--- src/verilog/frwc_pkg.sv ---
// frwc_pkg: register map, field layout, reset values and timing for the frame readout window control
// assumes a 50 MHz aclk and an AXI4-Lite master with 32-bit data
package frwc_pkg;
    localparam int          DIM_W          = 11;
    localparam logic [7:0]  ADDR_CTRL      = 8'h00;
    localparam logic [7:0]  ADDR_OFFSET    = 8'h04;
    localparam logic [7:0]  ADDR_SIZE      = 8'h08;
    localparam logic [7:0]  ADDR_EXPTIME   = 8'h0C;
    localparam logic [7:0]  ADDR_STATUS    = 8'h10;
    // ctrl fields
    localparam int          C_DELAYED      = 0;
    localparam int          C_TRIG_ON      = 1;
    localparam int          C_MODE_LSB     = 2;
    localparam int          C_HBIN         = 5;
    localparam int          C_VBIN         = 6;
    localparam int          C_SEQ_ROI      = 7;
    localparam int          C_MULTI_ROI    = 8;
    localparam int          C_OVERLAP      = 9;
    localparam int          C_ALC          = 10;
    localparam int          C_AUTO_GS      = 11;
    localparam int          C_TOP          = 11;
    localparam int          HI_LSB         = 16;
    // status fields
    localparam int          S_WAITING      = 0;
    localparam int          S_SENDING      = 1;
    localparam int          S_EXP_REJ      = 2;
    localparam int          S_EFF_LSB      = 3;
    // exposure mode codes
    localparam logic [2:0]  MODE_OFF       = 3'h0;
    localparam logic [2:0]  MODE_TIMED     = 3'h1;
    localparam logic [2:0]  MODE_WIDTH     = 3'h2;
    localparam logic [2:0]  MODE_PREDUMP   = 3'h3;
    localparam logic [2:0]  MODE_DUAL      = 3'h4;
    // frame geometry
    localparam logic [DIM_W-1:0] FULL_COLS = 11'd1632;
    localparam logic [DIM_W-1:0] FULL_LINES = 11'd1204;
    localparam logic [DIM_W-1:0] HBIN_COLS = 11'd616;
    localparam logic [DIM_W-1:0] VBIN_LINES = 11'd604;
    localparam logic [DIM_W-1:0] RST_OX    = 11'd16;
    localparam logic [DIM_W-1:0] RST_OY    = 11'd4;
    localparam logic [DIM_W-1:0] RST_W     = 11'd1600;
    localparam logic [DIM_W-1:0] RST_H     = 11'd1200;
    localparam logic [19:0] RST_EXPTIME    = 20'h0_0064;
    // exposure time unit
    localparam int          CLK_NS         = 20;
    localparam int          EXP_UNIT_NS    = 1000;
    localparam int          UNIT_CYCLES    = EXP_UNIT_NS / CLK_NS;
    localparam logic [1:0]  RESP_OKAY      = 2'b00;
    localparam logic [1:0]  RESP_SLVERR    = 2'b10;
    typedef enum logic [3:0] {
        FRWC_IDLE   = 4'b0001,
        FRWC_EXPOSE = 4'b0010,
        FRWC_HOLD   = 4'b0100,
        FRWC_SEND   = 4'b1000
    } frwc_state_t;
endpackage

--- src/verilog/frwc_scan.sv ---
// frwc_scan: walks one sensor frame line by line, one column per cycle, and marks the pixels inside the readout window
// assumes geometry inputs stay stable while a scan runs
module frwc_scan
    import frwc_pkg::*;
#(
    parameter int W = DIM_W
)
(
    input  wire logic         aclk,
    input  wire logic         aresetn,
    input  wire logic         start,
    input  wire logic [W-1:0] cols,
    input  wire logic [W-1:0] lines,
    input  wire logic [W-1:0] ox,
    input  wire logic [W-1:0] oy,
    input  wire logic [W-1:0] wid,
    input  wire logic [W-1:0] hgt,
    output logic              active,
    output logic              keep,
    output logic              sof,
    output logic              eol,
    output logic              done,
    output logic [W-1:0]      col,
    output logic [W-1:0]      line
);
    logic         last_col;
    logic         last_line;
    logic [W:0]   x_end;
    logic [W:0]   y_end;
    logic         in_win;

    assign last_col  = (col == cols - 1'b1);
    assign last_line = (line == lines - 1'b1);
    assign x_end     = {1'b0, ox} + {1'b0, wid};
    assign y_end     = {1'b0, oy} + {1'b0, hgt};
    assign in_win    = (col >= ox) && ({1'b0, col} < x_end) && (line >= oy) && ({1'b0, line} < y_end);

    always_ff @(posedge aclk)
    begin
        if (!aresetn)
        begin
            active <= 1'b0;
            col    <= '0;
            line   <= '0;
        end
        else if (start && !active)
        begin
            active <= 1'b1;
            col    <= '0;
            line   <= '0;
        end
        else if (active)
        begin
            if (last_col)
            begin
                col  <= '0;
                line <= line + 1'b1;
                if (last_line)
                    active <= 1'b0;
            end
            else
                col <= col + 1'b1;
        end
    end

    // keep and the frame marks describe the pixel that is current this cycle
    always_comb
    begin
        keep = active && in_win;
        sof  = active && (col == ox) && (line == oy);
        eol  = active && in_win && ({1'b0, col} == x_end - 1'b1);
        done = active && last_col && last_line;
    end
endmodule

--- src/verilog/frwc_top.sv ---
// frwc_top: frame capture, delayed network release and readout window control behind an AXI4-Lite slave
// assumes triggers are synchronous to aclk; the pixel stream feeds the network packetiser downstream
module frwc_top
    import frwc_pkg::*;
(
    input  wire logic              aclk,
    input  wire logic              aresetn,
    input  wire logic [7:0]        s_axi_awaddr,
    input  wire logic              s_axi_awvalid,
    output logic                   s_axi_awready,
    input  wire logic [31:0]       s_axi_wdata,
    input  wire logic [3:0]        s_axi_wstrb,
    input  wire logic              s_axi_wvalid,
    output logic                   s_axi_wready,
    output logic [1:0]             s_axi_bresp,
    output logic                   s_axi_bvalid,
    input  wire logic              s_axi_bready,
    input  wire logic [7:0]        s_axi_araddr,
    input  wire logic              s_axi_arvalid,
    output logic                   s_axi_arready,
    output logic [31:0]            s_axi_rdata,
    output logic [1:0]             s_axi_rresp,
    output logic                   s_axi_rvalid,
    input  wire logic              s_axi_rready,
    input  wire logic              frame_start_trigger,
    input  wire logic              transfer_release_trigger,
    output logic                   exposing,
    output logic                   pix_valid,
    output logic                   pix_sof,
    output logic                   pix_eol,
    output logic [DIM_W-1:0]       pix_col,
    output logic [DIM_W-1:0]       pix_line
);
    logic [C_TOP:0]     ctrl;
    logic [DIM_W-1:0]   ox, oy, wid, hgt;
    logic [19:0]        exp_time;
    logic               exp_rej;
    logic [7:0]         aw_addr;
    logic [31:0]        w_data;
    logic [3:0]         w_strb;
    logic               aw_held, w_held;
    logic               do_write;
    logic               fs_d, tr_d;
    logic               fs_rise, tr_rise;
    frwc_state_t        state;
    logic [19:0]        exp_cnt;
    logic [7:0]         unit_cnt;
    logic               unit_tick;
    logic               scan_start;
    logic               sc_active, sc_keep, sc_sof, sc_eol, sc_done;
    logic [DIM_W-1:0]   sc_col, sc_line;
    logic [2:0]         mode;
    logic               trig_on, timed;
    logic               ok_seq, ok_multi, ok_ovl, ok_alc, ok_vbin, ok_auto, exp_locked;
    logic [5:0]         eff;
    logic [31:0]        rd_word;
    logic               rd_hit;

    assign mode       = ctrl[C_MODE_LSB +: 3];
    assign trig_on    = ctrl[C_TRIG_ON];
    assign timed      = (mode == MODE_TIMED);
    // mode and function matrix
    assign ok_seq     = timed && trig_on;
    assign ok_multi   = trig_on && (timed || mode == MODE_WIDTH || mode == MODE_PREDUMP);
    assign ok_ovl     = trig_on && (timed || mode == MODE_WIDTH);
    assign ok_alc     = !trig_on || mode == MODE_PREDUMP;
    assign ok_vbin    = (mode != MODE_PREDUMP) && (mode != MODE_DUAL);
    assign ok_auto    = (timed && !trig_on) || mode == MODE_PREDUMP;
    assign exp_locked = (mode == MODE_WIDTH) || (mode == MODE_OFF);
    assign eff = {ctrl[C_AUTO_GS] & ok_auto, ctrl[C_ALC] & ok_alc, ctrl[C_OVERLAP] & ok_ovl,
                  ctrl[C_MULTI_ROI] & ok_multi, ctrl[C_SEQ_ROI] & ok_seq, ctrl[C_VBIN] & ok_vbin};

    // ---------------- bus write side ----------------
    assign do_write = aw_held && w_held && !s_axi_bvalid;

    always_ff @(posedge aclk)
    begin
        if (!aresetn)
        begin
            aw_held       <= 1'b0;
            w_held        <= 1'b0;
            s_axi_awready <= 1'b0;
            s_axi_wready  <= 1'b0;
            aw_addr       <= 8'h00;
            w_data        <= 32'h0000_0000;
            w_strb        <= 4'h0;
        end
        else
        begin
            s_axi_awready <= !aw_held && !s_axi_awready && s_axi_awvalid;
            s_axi_wready  <= !w_held && !s_axi_wready && s_axi_wvalid;
            if (s_axi_awvalid && s_axi_awready)
            begin
                aw_held <= 1'b1;
                aw_addr <= s_axi_awaddr;
            end
            else if (do_write)
                aw_held <= 1'b0;
            if (s_axi_wvalid && s_axi_wready)
            begin
                w_held <= 1'b1;
                w_data <= s_axi_wdata;
                w_strb <= s_axi_wstrb;
            end
            else if (do_write)
                w_held <= 1'b0;
        end
    end

    always_ff @(posedge aclk)
    begin
        if (!aresetn)
        begin
            s_axi_bvalid <= 1'b0;
            s_axi_bresp  <= RESP_OKAY;
        end
        else if (do_write)
        begin
            s_axi_bvalid <= 1'b1;
            if (aw_addr == ADDR_CTRL || aw_addr == ADDR_OFFSET || aw_addr == ADDR_SIZE
                || aw_addr == ADDR_EXPTIME || aw_addr == ADDR_STATUS)
                s_axi_bresp <= RESP_OKAY;
            else
                s_axi_bresp <= RESP_SLVERR;
        end
        else if (s_axi_bready)
            s_axi_bvalid <= 1'b0;
    end

    // registers; byte lanes honoured per strobe except exposure time, written whole; window fields sit in the low and high halves
    always_ff @(posedge aclk)
    begin
        if (!aresetn)
        begin
            ctrl     <= '0;
            ox       <= RST_OX;
            oy       <= RST_OY;
            wid      <= RST_W;
            hgt      <= RST_H;
            exp_time <= RST_EXPTIME;
        end
        else if (do_write)
        begin
            if (aw_addr == ADDR_CTRL)
            begin
                if (w_strb[0])
                    ctrl[7:0] <= w_data[7:0];
                if (w_strb[1])
                    ctrl[C_TOP:8] <= w_data[C_TOP:8];
            end
            else if (aw_addr == ADDR_OFFSET)
            begin
                if (w_strb[0]) ox[7:0] <= w_data[7:0];
                if (w_strb[1]) ox[DIM_W-1:8] <= w_data[DIM_W-1:8];
                if (w_strb[2]) oy[7:0] <= w_data[HI_LSB +: 8];
                if (w_strb[3]) oy[DIM_W-1:8] <= w_data[HI_LSB+8 +: DIM_W-8];
            end
            else if (aw_addr == ADDR_SIZE)
            begin
                if (w_strb[0]) wid[7:0] <= w_data[7:0];
                if (w_strb[1]) wid[DIM_W-1:8] <= w_data[DIM_W-1:8];
                if (w_strb[2]) hgt[7:0] <= w_data[HI_LSB +: 8];
                if (w_strb[3]) hgt[DIM_W-1:8] <= w_data[HI_LSB+8 +: DIM_W-8];
            end
            else if (aw_addr == ADDR_EXPTIME && !exp_locked)
                exp_time <= w_data[19:0];
        end
    end

    // sticky reject flag; a fresh reject beats a clear in the same cycle
    always_ff @(posedge aclk)
    begin
        if (!aresetn)
            exp_rej <= 1'b0;
        else if (do_write && aw_addr == ADDR_EXPTIME && exp_locked)
            exp_rej <= 1'b1;
        else if (do_write && aw_addr == ADDR_STATUS && w_strb[0] && w_data[S_EXP_REJ])
            exp_rej <= 1'b0;
    end

    // ---------------- bus read side ----------------
    always_comb
    begin
        rd_word = 32'h0000_0000;
        rd_hit  = 1'b1;
        if (s_axi_araddr == ADDR_CTRL)
            rd_word[C_TOP:0] = ctrl;
        else if (s_axi_araddr == ADDR_OFFSET)
            rd_word = {5'h00, oy, 5'h00, ox};
        else if (s_axi_araddr == ADDR_SIZE)
            rd_word = {5'h00, hgt, 5'h00, wid};
        else if (s_axi_araddr == ADDR_EXPTIME)
            rd_word[19:0] = exp_time;
        else if (s_axi_araddr == ADDR_STATUS)
        begin
            rd_word[S_WAITING] = (state == FRWC_HOLD);
            rd_word[S_SENDING] = (state == FRWC_SEND);
            rd_word[S_EXP_REJ] = exp_rej;
            rd_word[S_EFF_LSB +: 6] = eff;
        end
        else
            rd_hit = 1'b0;
    end

    always_ff @(posedge aclk)
    begin
        if (!aresetn)
        begin
            s_axi_arready <= 1'b0;
            s_axi_rvalid  <= 1'b0;
            s_axi_rdata   <= 32'h0000_0000;
            s_axi_rresp   <= RESP_OKAY;
        end
        else
        begin
            s_axi_arready <= s_axi_arvalid && !s_axi_arready && !s_axi_rvalid;
            if (s_axi_arvalid && s_axi_arready)
            begin
                s_axi_rvalid <= 1'b1;
                s_axi_rdata  <= rd_word;
                s_axi_rresp  <= rd_hit ? RESP_OKAY : RESP_SLVERR;
            end
            else if (s_axi_rready)
                s_axi_rvalid <= 1'b0;
        end
    end

    // ---------------- capture and release ----------------
    assign fs_rise   = frame_start_trigger && !fs_d;
    assign tr_rise   = transfer_release_trigger && !tr_d;
    assign unit_tick = (unit_cnt == 8'(UNIT_CYCLES - 1));

    always_ff @(posedge aclk)
    begin
        if (!aresetn)
        begin
            fs_d <= 1'b0;
            tr_d <= 1'b0;
        end
        else
        begin
            fs_d <= frame_start_trigger;
            tr_d <= transfer_release_trigger;
        end
    end

    // microsecond enable for timed exposure, counting only in the expose state
    always_ff @(posedge aclk)
    begin
        if (!aresetn || unit_tick || state != FRWC_EXPOSE)
            unit_cnt <= 8'h00;
        else
            unit_cnt <= unit_cnt + 1'b1;
    end

    // untriggered operation restarts a frame as soon as the last one has gone
    always_ff @(posedge aclk)
    begin
        if (!aresetn)
        begin
            state   <= FRWC_IDLE;
            exp_cnt <= 20'h0_0000;
        end
        else
        begin
            case (state)
                FRWC_IDLE:
                    if (trig_on ? fs_rise : 1'b1)
                    begin
                        state   <= FRWC_EXPOSE;
                        exp_cnt <= exp_time;
                    end
                FRWC_EXPOSE:
                    if (mode == MODE_WIDTH ? !frame_start_trigger
                        : (mode == MODE_OFF || exp_cnt == 20'h0_0000))
                        state <= ctrl[C_DELAYED] ? FRWC_HOLD : FRWC_SEND;
                    else if (unit_tick && mode != MODE_WIDTH)
                        exp_cnt <= exp_cnt - 1'b1;
                FRWC_HOLD:
                    if (tr_rise)
                        state <= FRWC_SEND;
                FRWC_SEND:
                    if (sc_done)
                        state <= FRWC_IDLE;
                default:
                    state <= FRWC_IDLE;
            endcase
        end
    end
    // a release edge outside the hold state falls through the case above unused

    assign scan_start = (state == FRWC_SEND) && !sc_active && !sc_done;

    frwc_scan #(
        .W      (DIM_W)
    ) u_scan (
        .aclk   (aclk),
        .aresetn(aresetn),
        .start  (scan_start),
        .cols   (ctrl[C_HBIN] ? HBIN_COLS : FULL_COLS),
        .lines  (eff[0] ? VBIN_LINES : FULL_LINES),
        .ox     (ox),
        .oy     (oy),
        .wid    (wid),
        .hgt    (hgt),
        .active (sc_active),
        .keep   (sc_keep),
        .sof    (sc_sof),
        .eol    (sc_eol),
        .done   (sc_done),
        .col    (sc_col),
        .line   (sc_line)
    );

    // registered network-side stream; pixels outside the window never leave
    always_ff @(posedge aclk)
    begin
        if (!aresetn)
        begin
            exposing  <= 1'b0;
            pix_valid <= 1'b0;
            pix_sof   <= 1'b0;
            pix_eol   <= 1'b0;
            pix_col   <= '0;
            pix_line  <= '0;
        end
        else
        begin
            exposing  <= (state == FRWC_EXPOSE);
            pix_valid <= sc_keep;
            pix_sof   <= sc_sof;
            pix_eol   <= sc_eol;
            pix_col   <= sc_col;
            pix_line  <= sc_line;
        end
    end
endmodule

--- config.mk ---
export PLATFORM = sky130hd
export DESIGN_NAME = frwc_top
export DESIGN_NICKNAME = d
export VERILOG_FILES = /design/src/verilog/frwc_pkg.sv /design/src/verilog/frwc_scan.sv /design/src/verilog/frwc_top.sv
export SDC_FILE = /design/constraint.sdc
export NUM_CORES = 1
export LEC_CHECK = 0
export ABC_CLOCK_PERIOD_IN_PS = 8400
export BUFFER_PORTS_ARGS = -buffer_cell sky130_fd_sc_hd__buf_2
export CAP_MARGIN = 20
export CORE_UTILIZATION = 50
export DETAILED_ROUTE_END_ITERATION = 16
export GPL_TIMING_DRIVEN = 0
export PLACE_DENSITY = 0.71
export SLEW_MARGIN = 15
export SYNTH_ARGS = -nofsm -noshare
export SYNTH_HDL_FRONTEND = slang
export SYNTH_SLANG_ARGS = --single-unit
--- constraint.sdc ---
create_clock -name aclk -period 8.4 [get_ports aclk]
set_input_delay 2.52 -clock aclk [delete_from_list [all_inputs] [get_ports aclk]]
set_output_delay 2.52 -clock aclk [all_outputs]
set_load 0.02 [all_outputs]
==> flow_summary.yaml <==
global_routing:
  grt_usage: 0.286
  grt-ovfl-total: 0
  grt_pass1_vias: 10000
  antenna_found_initial: 1
  grt_pass1_wl_um: 54800
  grt_max_degree: 15
yosys:
  async_reset_ff_frac: 0
  seq_area_frac_synth: 0.393
  yosysTopAreaCell: "dfxtp_1"
  yosysMostFrequentCell: "dfxtp_1"
  synthFlopType: "dfxtp_1"
  avgSynthCellArea_um2: 8.35
  synth_seq_cells: 235
  synth.top_cell.area_share: 0.393
  syn_inst: 1433
  synth_common_cells: "dfxtp_1, nand2_1, nor2_1"
  yosysWarningCount: 0
  synth_cell_type_count: 86
  syn_area_um2: 12000
  synth_edf_count: 0
  synth.area.top_cells: "dfxtp_1, ha_1, nand2_1"
worst_setup_path:
  worstPathArrival_ns: 4.91
  r2r_start: "oy[0]$_SDFFE_PN0P_"
  required_ns: 8.88
  crit_fanout: 10
  end_kind: "flip-flop"
  cp_common_cell: "nor2_1"
  crit_family: "simple AND/OR/NAND/NOR gates"
  max_stage_delay_ns: 0.74
  start_kind: "input port"
  worst-setup-path-type: "input port to flip-flop"
  critPathBufInv: 2
  crit_chain: "buf_2 -> nor3_1 -> nand2_1 -> nor2_1 -> and3_1 -> clkbuf_1 -> nor3b_1 -> a22oi_1 -> nor2_1"
  cp-startpoint: "s_axi_araddr[5]"
  crit_path_top_delay_cell: "nor3b_1"
route:
  post_drt_via_cell_ratio: 5.69
  dr.pass1.iters: 5
  wl_um: 34600
  wl_per_cell_um: 18.1
  drc: 0
  drtIter0Drc: 780
  ant_nets: 0
  vias: 10900
floorplan:
  die_w_um: 157
  start_util: 0.510
  ios: 128
  die_h_um: 157
  core.rowCount: 56
  core_area_um2: 23500
  die-area_um2: 24600
timing:
  min_period_ns: 4.43
  slew_violations: 0
  rsz0062_at_grt: "no"
  fin_tns_setup_ns: 0
  fin_crit_sh: 0.527
  hold_violations: 0
  tightest_slew_ns: 0.913
  fmax_ghz: 0.226
  finClkSkew_ns: 0.0261
  setup_viol: 0
  slew_headroom: 0.386
power:
  cellPowerDensity_nw_per_um2: 183
  leakagePower_nw: 5.80
  irDropWorstVdd_mv: 0.131
layout:
  diodes: 0
  drive_gt1_frac: 0.131
  final_cell_area_um2: 13800
  syn2layout_area_growth_pct: 15.1
  fillCellCount: 2132
  fin_nets: 1712
  stdcell_count: 1917
cts:
  cts.clk_slew.worst_paths_ns: 0.06
  holdBufCountCts: 0
  clk_latency_ns: 0.55
  cts-resized-gates: 0
  cts.sinks: 235
  root_buffer: "clkbuf_16"
  htree_num_levels: 1
  clk_path_buf_depth: 3
  cts_tree: "built"
  postCtsSetupRepairBufs: 0
  cts_inserted_buffers: 26
worst_hold_path:
  hold_path.class: "flip-flop to flip-flop"
  worstHoldStart: "w_held$_SDFFE_PN0P_"
place:
  portBuffers: 112
  placed_area_um2: 13000
  dp_cells: 1870
  gp_congestion: 0.949
  hpwl_um: 26400
run:
  cap_violations: 0
status:
  status: "finished, final reports clean"
-- worst paths after layout --
| check | to | slack [ns] | cells past startpoint |
|---|---|---|---|
| setup / recovery | s_axi_rdata[12]$_SDFFE_PN0P_ | 3.97 | 9 |
| hold / removal | s_axi_wready$_SDFF_PN0_ | 0.42 | 1 |
| setup reg to reg | pix_eol$_SDFF_PN0_ | 4.21 | 19 |
| hold reg to reg | s_axi_wready$_SDFF_PN0_ | 0.42 | 1 |
-- registers in the layout, summed over array words and instances (netlist names), 12 cells and up --
signal       count
w_data          27
ctrl            12
exp_cnt         20
exp_time        20
s_axi_rdata     27
-- report_power, final --
part	leakage, nW	internal, mW	switching [mW]
Combinational	3.49	0.0865	0.162
Clock	0.408	0.626	0.476
Sequential	1.90	1.14	0.0299
Total	5.80	1.86	0.668
-- layout by cell type, fill, tap and decap left out, types with 9 or more instances in the layout --
| cell | instances |
|---|---|
| a21o_1 | 12 |
| a21oi_1 | 125 |
| a221oi_1 | 15 |
| a22oi_1 | 16 |
| a31oi_1 | 12 |
| and2_1 | 30 |
| and3_1 | 14 |
| buf_2 | 119 |
| buf_4 | 9 |
| clkbuf_1 | 74 |
| clkbuf_16 | 26 |
| dfxtp_1 | 235 |
| ha_1 | 70 |
| inv_1 | 59 |
| mux2i_1 | 58 |
| nand2_1 | 183 |
| nand2b_1 | 12 |
| nand3_1 | 45 |
| nand4_1 | 16 |
| nor2_1 | 164 |
| nor3_1 | 41 |
| nor4b_1 | 9 |
| o21ai_0 | 43 |
| or2_2 | 10 |
| xnor2_1 | 18 |
| xor2_1 | 21 |
-- per-layer routing --
layer  share of wire  GRT usage  wire length, um
met3           0.070     0.0402             2430
met5               0          0                0
met4           0.042      0.117             1450
met1            0.44      0.382            15300
met2            0.45      0.461            15400
-- layout make-up --
class / instances / area, um2 / share of cell area
Multi-Input combinational cell: 1061 / 6710 / 0.487
Sequential cell: 235 / 4700 / 0.341
Clock buffer: 36 / 708 / 0.0514
Timing Repair Buffer: 112 / 561 / 0.0407
Tap cell: 319 / 399 / 0.0290
Buffer: 83 / 354 / 0.0257
Inverter: 60 / 225 / 0.0163
Clock inverter: 11 / 115 / 0.00836
-- stage by stage --
stage	setup WS [ns]	util	hold slack [ns]	total power, mW
final	3.97	0.587	0.422	2.53
after global routing	3.78	0.587	0.456	2.62
after CTS	4.04	0.587	0.422	2.53
after detailed placement	3.48	0.552	0.417	1.44
after global placement	3.50	0.552	0.418	1.44
after floorplan	4.28	-	0.400	1.36
-- cells by family (layout without fill, tap and decap cells) --
kind of cell,count (synthesis),after routing,synth area share
AO/OA/AOI/OAI,307,307,0.169
AND/OR/NAND/NOR,568,568,0.224
flip-flops,235,235,0.393
other,1,7,0.000313
XOR/XNOR,43,43,0.0351
buffers and inverters,143,302,0.0484
multiplexers,64,64,0.0541
adder cells (fa/ha/maj),72,72,0.0765
(Power assumes the default switching activity.)
